$ cat src/rtl/sensor_port_pkg.sv
package sensor_port_pkg;

  localparam logic [6:0] I2C_DEV_ADDR = 7'h32;
  localparam int         WR_BIT       = 7;
  localparam logic [7:0] CRC_POLY     = 8'h91;
  localparam logic [7:0] CRC_INIT     = 8'h00;
  localparam logic [7:0] IDLE_BYTE    = 8'hFF;

  localparam logic [7:0] ADDR_ID       = 8'h00;
  localparam logic [7:0] ADDR_HW_REV   = 8'h01;
  localparam logic [7:0] ADDR_FW_MAJ   = 8'h02;
  localparam logic [7:0] ADDR_FW_MIN   = 8'h03;
  localparam logic [7:0] ADDR_RATE     = 8'h04;
  localparam logic [7:0] ADDR_ACC_FS   = 8'h05;
  localparam logic [7:0] ADDR_GYR_FS_L = 8'h06;
  localparam logic [7:0] ADDR_GYR_FS_H = 8'h07;
  localparam logic [7:0] ADDR_OP       = 8'h08;
  localparam logic [7:0] ADDR_CAL      = 8'h09;
  localparam logic [7:0] ADDR_SELFTEST = 8'h0A;
  localparam logic [7:0] ADDR_FLAGS_L  = 8'h0B;
  localparam logic [7:0] ADDR_FLAGS_H  = 8'h0C;
  localparam logic [7:0] ADDR_TS_0     = 8'h10;
  localparam logic [7:0] ADDR_TS_1     = 8'h11;
  localparam logic [7:0] ADDR_TS_2     = 8'h12;
  localparam logic [7:0] ADDR_TS_3     = 8'h13;
  localparam logic [7:0] LAST_REG_ADDR = 8'h13;

  localparam logic [7:0] RATE_RESET = 8'h3C;
  localparam logic [2:0] BIT_LAST   = 3'h7;
  localparam logic [3:0] I2C_ACK    = 4'h8;
  localparam logic [3:0] I2C_B7     = 4'h7;
  localparam logic [1:0] SPI_RX_CRC = 2'h2;
  localparam logic [1:0] SPI_RX_END = 2'h3;

  localparam int CLK_HZ       = 50_000_000;
  localparam int TS_TICK_US   = 1000;
  localparam int TS_TICK_CYC  = CLK_HZ / 1_000_000 * TS_TICK_US;

  typedef struct packed {
    logic [7:0]  hw_rev;
    logic [7:0]  fw_major;
    logic [7:0]  fw_minor;
    logic [7:0]  accel_fs;
    logic [15:0] rate_fs;
    logic [7:0]  op_state;
    logic [7:0]  cal_state;
    logic [7:0]  selftest;
    logic [15:0] flags;
  } sensor_info_t;

  typedef enum logic [4:0] {
    I_IDLE  = 5'h01,
    I_ADDR  = 5'h02,
    I_REG   = 5'h04,
    I_WDATA = 5'h08,
    I_RDATA = 5'h10
  } i2c_state_t;

  typedef struct packed {
    i2c_state_t state;
    logic [3:0] bitcnt;
    logic [7:0] rx;
    logic [7:0] tx;
    logic [7:0] ptr;
    logic       drive_low;
  } i2c_t;

  localparam i2c_t I2C_RST = '{state: I_IDLE, default: '0};

  typedef struct packed {
    logic       data_phase;
    logic [2:0] bitcnt;
    logic [7:0] rx;
    logic [7:0] tx;
    logic [1:0] rx_bytes;
    logic [7:0] addr;
    logic [7:0] arg;
    logic       crc_ok;
    logic       pend_rd;
    logic [7:0] rd_addr;
    logic [7:0] rd_cnt;
    logic [7:0] tx_idx;
    logic       miso;
  } spi_t;

  localparam spi_t SPI_RST = '0;

endpackage

$ cat src/rtl/msg_crc.sv
`timescale 1ns/1ps
`default_nettype none
module msg_crc
  import sensor_port_pkg::*;
#(
  parameter logic [7:0] POLY = CRC_POLY
)
(
  input  wire logic       clk_sys_i,
  input  wire logic       rst_i,
  input  wire logic       clear_i,
  input  wire logic       update_i,
  input  wire logic [7:0] byte_i,
  output var  logic [7:0] crc_o
);

  logic [7:0] crc_q;
  logic [7:0] crc_d;

  // Byte-wise, low bit first, shared by request check and reply trailer
  always_comb
  begin
    logic [7:0] c;
    c = (clear_i ? CRC_INIT : crc_q) ^ byte_i;
    for (int i = 0; i < 8; i++)
    begin
      c = c[0] ? ((c ^ POLY) >> 1) : (c >> 1);
    end
    if (update_i)
      crc_d = c;
    else if (clear_i)
      crc_d = CRC_INIT;
    else
      crc_d = crc_q;
  end

  always_ff @(posedge clk_sys_i or posedge rst_i)
  begin
    if (rst_i)
      crc_q <= CRC_INIT;
    else
      crc_q <= crc_d;
  end

  assign crc_o = crc_q;

endmodule // msg_crc
`default_nettype wire

$ cat src/rtl/sensor_register_access_port.sv
`timescale 1ns/1ps
`default_nettype none
module sensor_register_access_port
  import sensor_port_pkg::*;
#(
  parameter logic [7:0] DEVICE_ID  = 8'hA5, // Arbitrary identity value
  parameter logic [7:0] RATE_INIT  = RATE_RESET,
  parameter int         TICK_CYC   = TS_TICK_CYC
)
(
  input  wire logic         clk_sys_i,
  input  wire logic         rst_i,
  input  wire logic         spi_sclk_i,
  input  wire logic         spi_cs_n_i,
  input  wire logic         spi_mosi_i,
  output var  logic         spi_miso_o,
  output var  logic         spi_miso_oe_o,
  input  wire logic         i2c_scl_i,
  input  wire logic         i2c_sda_i,
  output var  logic         i2c_sda_o,
  output var  logic         i2c_sda_oe_o,
  input  wire sensor_info_t info_i,
  input  wire logic         sample_ready_i,
  output var  logic [7:0]   sample_rate_hz_o,
  output var  logic [31:0]  timestamp_o
);

  // Pin synchronisers; stage 0 feeds stage 1 only
  logic [2:0] sclk_s;
  logic [2:0] cs_s;
  logic [1:0] mosi_s;
  logic [2:0] scl_s;
  logic [2:0] sda_s;

  always_ff @(posedge clk_sys_i or posedge rst_i)
  begin
    if (rst_i)
    begin
      sclk_s <= 3'h7;
      cs_s   <= 3'h7;
      mosi_s <= 2'h0;
      scl_s  <= 3'h7;
      sda_s  <= 3'h7;
    end
    else
    begin
      sclk_s <= {sclk_s[1:0], spi_sclk_i};
      cs_s   <= {cs_s[1:0], spi_cs_n_i};
      mosi_s <= {mosi_s[0], spi_mosi_i};
      scl_s  <= {scl_s[1:0], i2c_scl_i};
      sda_s  <= {sda_s[1:0], i2c_sda_i};
    end
  end

  logic sclk_rise;
  logic sclk_fall;
  logic cs_fall;
  logic cs_rise;
  logic cs_low;
  logic scl_rise;
  logic scl_fall;
  logic i2c_start;
  logic i2c_stop;

  // Mode 3: shift in on rising, shift out on falling
  assign sclk_rise = sclk_s[1] & ~sclk_s[2];
  assign sclk_fall = ~sclk_s[1] & sclk_s[2];
  assign cs_fall   = ~cs_s[1] & cs_s[2];
  assign cs_rise   = cs_s[1] & ~cs_s[2];
  assign cs_low    = ~cs_s[1];
  assign scl_rise  = scl_s[1] & ~scl_s[2];
  assign scl_fall  = ~scl_s[1] & scl_s[2];
  assign i2c_start = scl_s[1] & scl_s[2] & ~sda_s[1] & sda_s[2];
  assign i2c_stop  = scl_s[1] & scl_s[2] & sda_s[1] & ~sda_s[2];

  // Stored state: rate register and sample timestamp
  logic [7:0]  rate_q;
  logic [7:0]  rate_d;
  logic [31:0] ts_q;
  logic [31:0] ts_d;
  logic [31:0] ms_q;
  logic [31:0] ms_d;
  logic [31:0] tick_q;
  logic [31:0] tick_d;

  // Register view; multi-byte values low byte first
  function automatic logic [7:0] reg_rd(input logic [7:0] a);
    case (a)
      ADDR_ID:       reg_rd = DEVICE_ID;
      ADDR_HW_REV:   reg_rd = info_i.hw_rev;
      ADDR_FW_MAJ:   reg_rd = info_i.fw_major;
      ADDR_FW_MIN:   reg_rd = info_i.fw_minor;
      ADDR_RATE:     reg_rd = rate_q;
      ADDR_ACC_FS:   reg_rd = info_i.accel_fs;
      ADDR_GYR_FS_L: reg_rd = info_i.rate_fs[7:0];
      ADDR_GYR_FS_H: reg_rd = info_i.rate_fs[15:8];
      ADDR_OP:       reg_rd = info_i.op_state;
      ADDR_CAL:      reg_rd = info_i.cal_state;
      ADDR_SELFTEST: reg_rd = info_i.selftest;
      ADDR_FLAGS_L:  reg_rd = info_i.flags[7:0];
      ADDR_FLAGS_H:  reg_rd = info_i.flags[15:8];
      ADDR_TS_0:     reg_rd = ts_q[7:0];
      ADDR_TS_1:     reg_rd = ts_q[15:8];
      ADDR_TS_2:     reg_rd = ts_q[23:16];
      ADDR_TS_3:     reg_rd = ts_q[31:24];
      default:       reg_rd = 8'h00;
    endcase
  endfunction

  // SPI request and data phases
  spi_t       spi_q;
  spi_t       spi_d;
  logic       crc_clr;
  logic       crc_upd;
  logic [7:0] crc_byte;
  logic [7:0] crc_val;
  logic       spi_wr;
  logic [7:0] spi_byte;
  logic [7:0] cnt_room;

  assign spi_byte = {spi_q.rx[6:0], mosi_s[1]};
  assign cnt_room = LAST_REG_ADDR - spi_q.addr;

  always_comb
  begin
    spi_d    = spi_q;
    crc_clr  = 1'b0;
    crc_upd  = 1'b0;
    crc_byte = spi_byte;
    spi_wr   = 1'b0;
    if (cs_fall)
    begin
      spi_d.bitcnt     = '0;
      spi_d.rx_bytes   = '0;
      spi_d.crc_ok     = 1'b0;
      spi_d.data_phase = spi_q.pend_rd;
      crc_clr          = 1'b1;
      if (spi_q.pend_rd)
      begin
        spi_d.tx     = reg_rd(spi_q.rd_addr);
        crc_byte     = spi_d.tx;
        crc_upd      = 1'b1;
        spi_d.tx_idx = 8'h01;
      end
    end
    else if (cs_rise)
    begin
      spi_d.data_phase = 1'b0;
      if (spi_q.data_phase)
        spi_d.pend_rd = 1'b0;
      else if (spi_q.crc_ok)
      begin
        if (spi_q.addr[WR_BIT])
          spi_wr = (spi_q.addr[6:0] == ADDR_RATE[6:0]);
        else if (spi_q.arg != 8'h00 && spi_q.addr <= LAST_REG_ADDR && spi_q.arg <= cnt_room)
        begin
          spi_d.pend_rd = 1'b1;
          spi_d.rd_addr = spi_q.addr;
          spi_d.rd_cnt  = spi_q.arg;
        end
      end
    end
    else if (cs_low)
    begin
      if (sclk_rise)
      begin
        spi_d.rx     = spi_byte;
        spi_d.bitcnt = spi_q.bitcnt + 3'h1;
        if (spi_q.bitcnt == BIT_LAST && !spi_q.data_phase)
        begin
          if (spi_q.rx_bytes != SPI_RX_END)
            spi_d.rx_bytes = spi_q.rx_bytes + 2'h1;
          case (spi_q.rx_bytes)
            2'h0:
            begin
              spi_d.addr = spi_byte;
              crc_upd    = 1'b1;
            end
            2'h1:
            begin
              spi_d.arg = spi_byte;
              crc_upd   = 1'b1;
            end
            SPI_RX_CRC: spi_d.crc_ok = (spi_byte == crc_val);
            default: spi_d.crc_ok = spi_q.crc_ok;
          endcase
        end
        else if (spi_q.bitcnt == BIT_LAST)
        begin
          spi_d.tx_idx = spi_q.tx_idx + 8'h01;
          if (spi_q.tx_idx < spi_q.rd_cnt)
          begin
            spi_d.tx = reg_rd(spi_q.rd_addr + spi_q.tx_idx);
            crc_byte = spi_d.tx;
            crc_upd  = 1'b1;
          end
          else if (spi_q.tx_idx == spi_q.rd_cnt)
            spi_d.tx = crc_val;
          else
            spi_d.tx = 8'h00;
        end
      end
      if (sclk_fall)
      begin
        spi_d.miso = spi_q.tx[7];
        spi_d.tx   = {spi_q.tx[6:0], 1'b0};
      end
    end
  end

  always_ff @(posedge clk_sys_i or posedge rst_i)
  begin
    if (rst_i)
      spi_q <= SPI_RST;
    else
      spi_q <= spi_d;
  end

  msg_crc u_crc (
    .clk_sys_i (clk_sys_i),
    .rst_i     (rst_i),
    .clear_i   (crc_clr),
    .update_i  (crc_upd),
    .byte_i    (crc_byte),
    .crc_o     (crc_val)
  );

  assign spi_miso_o    = spi_q.miso;
  assign spi_miso_oe_o = cs_low & spi_q.data_phase;

  // I2C slave; data out changes while clock is low
  i2c_t       i2c_q;
  i2c_t       i2c_d;
  logic       i2c_wr;
  logic [7:0] i2c_byte;
  logic [7:0] ptr_inc;

  assign i2c_byte = i2c_q.rx;
  assign ptr_inc  = i2c_q.ptr + 8'h01;

  always_comb
  begin
    i2c_d  = i2c_q;
    i2c_wr = 1'b0;
    if (i2c_start)
    begin
      i2c_d.state     = I_ADDR;
      i2c_d.bitcnt    = I2C_ACK; // Start's own clock fall rolls this to 0
      i2c_d.drive_low = 1'b0;
    end
    else if (i2c_stop)
    begin
      i2c_d.state     = I_IDLE;
      i2c_d.drive_low = 1'b0;
    end
    else if (i2c_q.state != I_IDLE)
    begin
      if (scl_rise)
      begin
        if (i2c_q.bitcnt < I2C_ACK)
          i2c_d.rx = {i2c_q.rx[6:0], sda_s[1]};
        else if (i2c_q.state == I_RDATA && !i2c_q.drive_low)
        begin
          if (sda_s[1])
            i2c_d.state = I_IDLE;
          else if (i2c_q.ptr < LAST_REG_ADDR)
          begin
            i2c_d.ptr = ptr_inc;
            i2c_d.tx  = reg_rd(ptr_inc);
          end
          else
            i2c_d.tx = IDLE_BYTE;
        end
      end
      if (scl_fall)
      begin
        if (i2c_q.bitcnt == I2C_B7)
        begin
          i2c_d.bitcnt = I2C_ACK;
          case (i2c_q.state)
            I_ADDR:
            begin
              if (i2c_byte[6:0] == I2C_DEV_ADDR)
              begin
                i2c_d.drive_low = 1'b1;
                i2c_d.state     = i2c_byte[WR_BIT] ? I_REG : I_RDATA;
                i2c_d.tx        = (i2c_q.ptr <= LAST_REG_ADDR) ? reg_rd(i2c_q.ptr) : IDLE_BYTE;
              end
              else
                i2c_d.state = I_IDLE;
            end
            I_REG:
            begin
              i2c_d.ptr       = i2c_byte;
              i2c_d.drive_low = 1'b1;
              i2c_d.state     = I_WDATA;
            end
            I_WDATA:
            begin
              i2c_wr          = (i2c_q.ptr == ADDR_RATE);
              i2c_d.ptr       = ptr_inc;
              i2c_d.drive_low = 1'b1;
            end
            I_RDATA: i2c_d.drive_low = 1'b0;
            default: i2c_d.state = I_IDLE;
          endcase
        end
        else
        begin
          i2c_d.bitcnt = (i2c_q.bitcnt == I2C_ACK) ? 4'h0 : i2c_q.bitcnt + 4'h1;
          if (i2c_q.state == I_RDATA)
          begin
            i2c_d.drive_low = ~i2c_q.tx[7];
            i2c_d.tx        = {i2c_q.tx[6:0], 1'b1};
          end
          else
            i2c_d.drive_low = 1'b0;
        end
      end
    end
  end

  always_ff @(posedge clk_sys_i or posedge rst_i)
  begin
    if (rst_i)
      i2c_q <= I2C_RST;
    else
      i2c_q <= i2c_d;
  end

  assign i2c_sda_o    = 1'b0;
  assign i2c_sda_oe_o = i2c_q.drive_low;

  // Rate register and timestamp
  always_comb
  begin
    rate_d = rate_q;
    if (spi_wr)
      rate_d = spi_q.arg;
    else if (i2c_wr)
      rate_d = i2c_byte;
    tick_d = tick_q + 32'h1;
    ms_d   = ms_q;
    if (tick_q == 32'(TICK_CYC - 1))
    begin
      tick_d = 32'h0;
      ms_d   = ms_q + 32'h1;
    end
    ts_d = sample_ready_i ? ms_q : ts_q;
  end

  always_ff @(posedge clk_sys_i or posedge rst_i)
  begin
    if (rst_i)
    begin
      rate_q <= RATE_INIT;
      tick_q <= 32'h0;
      ms_q   <= 32'h0;
      ts_q   <= 32'h0;
    end
    else
    begin
      rate_q <= rate_d;
      tick_q <= tick_d;
      ms_q   <= ms_d;
      ts_q   <= ts_d;
    end
  end

  assign sample_rate_hz_o = rate_q;
  assign timestamp_o      = ts_q;

endmodule // sensor_register_access_port
`default_nettype wire

$ cat config.mk
export PLATFORM = sky130hd
export DESIGN_NAME = sensor_register_access_port
export DESIGN_NICKNAME = d
export VERILOG_FILES = /design/src/rtl/sensor_port_pkg.sv /design/src/rtl/msg_crc.sv /design/src/rtl/sensor_register_access_port.sv
export SDC_FILE = /design/constraint.sdc
export NUM_CORES = 1
export LEC_CHECK = 0
export BUFFER_PORTS_ARGS = -buffer_cell sky130_fd_sc_hd__clkbuf_2
export CORE_UTILIZATION = 28
export CTS_CLUSTER_SIZE = 16
export DETAILED_ROUTE_END_ITERATION = 8
export PLACE_DENSITY = 0.49
export SLEW_MARGIN = 40
export SYNTH_ARGS = -nofsm -noshare
export SYNTH_HDL_FRONTEND = slang
export SYNTH_HIERARCHICAL = 1
export SYNTH_SLANG_ARGS = --single-unit
$ cat constraint.sdc
create_clock -name clk_sys_i -period 10.6 [get_ports clk_sys_i]
set_clock_uncertainty 0.2 [all_clocks]
set_input_delay 2.12 -clock clk_sys_i [delete_from_list [all_inputs] [get_ports clk_sys_i]]
set_output_delay 2.12 -clock clk_sys_i [all_outputs]
set_load 0.02 [all_outputs]
==> results.env <==
CTS_REPAIR_RESIZE_COUNT=0
FINAL_WORST_PATH_PERIOD_SHARE=0.539
SYNTH.TOP_CELLS.BY_AREA='dfrtp_1 (32%), mux2_2 (6.6%), ha_1 (3.5%)'
REPORT.FINAL.SLEW_VIOL_COUNT=0
ROUTE.DETAILED.VIAS_PER_INST=6.00
ROUTABILITYCONGESTION=1.00
WORST_R2R_ENDPOINT='u_crc/crc_o[3]$_DFF_PP0_'
PLACEDINSTANCEAREA_UM2=17700
REMAINING_OVERFLOW_GRT=0
SYN_INST=1737
OUTCOME='completed'
CLOCK_TREE.HTREE_LEVEL_COUNT=1
NETLIST.TOP_CELL.BY_AREA='dfrtp_1'
POST_ROUTE_CELLS_DRIVE_ABOVE_1_SHARE=0.223
DETAILEDPLACEMENTHPWL_MM=55.4
TIMING.REG2REG.SETUP_SLACK_NS=4.88
PLACEMENT.IO_BUFFERS=138
CLOCK-ROOT-BUFFER='clkbuf_16'
PERIOD_MINUS_SLACK_NS=5.72
DIEHEIGHT_UM=241
GRT_ANTENNA_BEFORE_REPAIR=5
WORSTPATHARRIVAL_NS=5.99
CLK_PIN_SLEW_WORST_PATHS_NS=0.06
AVG_SYNTHESIZED_CELL_AREA_UM2=9.21
TIMING.CRITICAL_PATH.FANOUT_MAX=17
CRITPATHLAUNCH='spi_q[1]$_DFFE_PP0P_'
CLOCK_LATENCY_NS=0.60
FINALSETUPTNS_NS=0
AREAGROWTHSYNTHTOFINISH_PCT=17.7
ANT_NETS=0
TRACK_USAGE=0.253
CPMOSTUSEDCELL='and3_1'
TOTALWIRELENGTH_MM=74.5
ITERATION_COUNT_OF_THE_INITIAL_DETAILED_ROUTING_PASS=6
POSTLAYOUTCELLAREA_UM2=18800
CELLPOWERDENSITY_nW_PER_UM2=123
CORE_UM2=56400
TIMING_WORST_SLEW_PIN_VALUE_NS=0.924
FIRST_GLOBAL_VIAS=15141
WORSTPATHCELLLIST='ha_1 > fa_2 > a211o_1 > a211oi_2 > nor3_1 > a211oi_4 > buf_4 > and3_1 > and3_1 > a311oi_1 > o211ai_2 > o221a_1 > xor2_1 > xnor3_1 > xor3_1 > and4_1 > or4_1'
CRIT_TYPE='reg -> reg'
FINAL-SEQ-AREA_UM2=5600
DIE_W_UM=241
MOSTFREQUENTLAYOUTCELLS='dfrtp_1 (204), nand2_1 (145), clkbuf_2 (137)'
TOTAL_CLOCK_BUFFERS_CREATED_BY_CTS=29
NUMBER_OF_REMAINING_DRC_ERRORS=0
ROWS=87
CLKSINKCOUNT=223
DR.FIRST_ITER.DRC_COUNT=1794
WORSTSETUPENDPOINTTYPE='flop'
N_FILL_CELL=5882
NETLIST_AREA_UM2=16000
NNETSFINAL=1990
COUNT_OF_FLIP_FLOPS_WITH_A_BUILT_IN_ENABLE_AFTER_SYNTHESIS=0
SYNTH_TOP_AREA_SHARE=0.322
SYNTH_SEQ_CELLS=223
WORST-R2R-CELL-COUNT=17
MAX_FREQ_MHz=175
CPMAXSTAGEDELAYCELL='or4_1'
CRITICAL_PATH.MAX_STAGE_DELAY_NS=0.50
MOSTFREQUENTLAYOUTCELL='dfrtp_1'
DIE_AREA_UM2=58100
CTS_HOLD_BUFFERS=0
POST_CTS.REPAIR.SETUP_BUFFERS=0
HOLD_VIOLATIONS=0
VIAS=15794
RR_STARTPOINT='spi_q[1]$_DFFE_PP0P_'
INITIAL_UTILIZATION=0.284
GRT_START_MAX_NET_PINS=106
RSZ0062_AT_GRT='false'
POSTSYNTH.TOPFLOPCELL='dfrtp_1'
GRT_PASS1_WL_MM=107
TRITONCTS_CLOCK_TREE='built'
SLEW_HEADROOM=0.381
CAP_VIOL_MAX_COUNT=0
CTS_MAX_PATH_BUFFERS=3
VDD.IR_DROP.WORST_mV=0.125
P_LEAK_nW=7.79
IO_PINS=140
SYNTH_SEQ_AREA_SHARE=0.350
FINAL-SETUP-VIOL-COUNT=0
NETLIST-CELL-TYPE-COUNT=97
HOLD_PATH.CLASS='reg -> reg'
SYNTH-ASYNC-RESET-RATIO=1.00
SYNTH.YOSYS.WARNINGS=6
WORST_EP_REQUIRED_TIME_NS=10.87
ROUTED_WIRE_LENGTH_PER_INSTANCE_UM=28.3
POST_SYNTHESIS_NET_COUNT=1879
MULTI_INPUT_COMB_AREA_UM2=10000
CP-START-KIND='flop'
TIMING.CRITICAL_PATH.TO='u_crc/crc_o[3]$_DFF_PP0_'
-- critical path, delay by kind of cell, from the launching register on --
family / cells / cell delay, ns
buffers and inverters: 1 / 0.31
DFF: 1 / 0.43
xor gates and xnor gates: 3 / 0.88
adders and majority gates: 2 / 0.67
AOI/OAI and AO/OA: 6 / 1.65
and+or+nand+nor: 5 / 1.44
-- how the worst min path moves through the flow --
| stage | start | slack [ns] | cells past startpoint | to |
|---|---|---|---|---|
| finish | cs_s[0]$_DFF_PP1_ | 0.15 | 0 | cs_s[1]$_DFF_PP1_ |
| global route | cs_s[0]$_DFF_PP1_ | 0.15 | 0 | cs_s[1]$_DFF_PP1_ |
| global placement | mosi_s[0]$_DFF_PP0_ | 0.13 | 0 | mosi_s[1]$_DFF_PP0_ |
| floorplan | mosi_s[0]$_DFF_PP0_ | 0.13 | 0 | mosi_s[1]$_DFF_PP0_ |
| CTS | cs_s[0]$_DFF_PP1_ | 0.15 | 0 | cs_s[1]$_DFF_PP1_ |
| detailed placement | mosi_s[0]$_DFF_PP0_ | 0.13 | 0 | mosi_s[1]$_DFF_PP0_ |
-- metal layers --
metal | vias up | global-route usage | wire length (µm)
met4 | 0 | 0.117 | 4060
met2 | 880 | 0.395 | 33200
met3 | 243 | 0.0522 | 6390
met5 | - | 0 | 0
li1 | 6858 | - | -
met1 | 7813 | 0.335 | 30800
-- power breakdown --
group,internal (W),switching [W],leakage [nW]
logic,0.000112,0.000153,4.31
registers,0.000888,0.0000548,2.97
clock network,0.000679,0.000421,0.514
total,0.00168,0.000629,7.79
-- per-stage QoR --
step | std cells | setup WS (ns) | total power [W] | util | hold slack, ns
2_1_floorplan | 1737 | 2.43 | 0.00110 | - | 0.131
3_3_place_gp | 2568 | 4.82 | 0.00121 | 0.311 | 0.134
3_5_place_dp | 2572 | 4.88 | 0.00122 | 0.314 | 0.135
4_1_cts | 2626 | 4.92 | 0.00234 | 0.333 | 0.148
5_1_grt | 2631 | 4.65 | 0.00241 | 0.334 | 0.152
6_report | 2631 | 4.88 | 0.00231 | 0.334 | 0.149
-- logic make-up after synthesis --
logic type,synth area share
adder cells (fa/ha/maj),0.0365
other,0.000234
AO/OA/AOI/OAI,0.217
multiplexers,0.111
buffers and inverters,0.0377
flip-flops,0.350
AND/OR/NAND/NOR,0.190
XOR/XNOR,0.0575
-- final cells by class --
| type | instances | area share |
|---|---|---|
| Multi-Input combinational cell | 1364 | 0.531 |
| Sequential cell | 223 | 0.298 |
| Timing Repair Buffer | 174 | 0.0520 |
| Tap cell | 756 | 0.0502 |
| Clock buffer | 37 | 0.0423 |
| Clock inverter | 17 | 0.0141 |
| Inverter | 56 | 0.0118 |
| Antenna cell | 4 | 0.000532 |
-- cells in the mapped netlist (all sizes together), types with 11 or more instances --
cell and instances:
nand4 58, mux2i 37, xnor2 58, o22ai 27, nor3 40, nand2b 12, clkbuf 65, xor2 39
a221oi 20, o21ai 77, a32oi 11, dfrtp 206, a211oi 26, a21oi 86, inv 56, buf 29
dfstp 17, and2 12, nor2 120, o211ai 11, a22oi 73, a222oi 11, nand3 64, nand3b 11
a221o 15, mux4 14, a22o 24, mux2 95, a31oi 20, nand2 146, and4 11, and3 37
ha 45, nor4 19, nor2b 24
-- sequential cells by signal (all words and copies together), names as in the netlist, 8 cells and up --
register          count
sample_rate_hz_o      8
u_crc/crc_o           8
ms_q                 32
tick_q               32
timestamp_o          32
i2c_q                25
i2c_byte              8
spi_q                55
No activity file was read; power rests on OpenSTA's default activity.
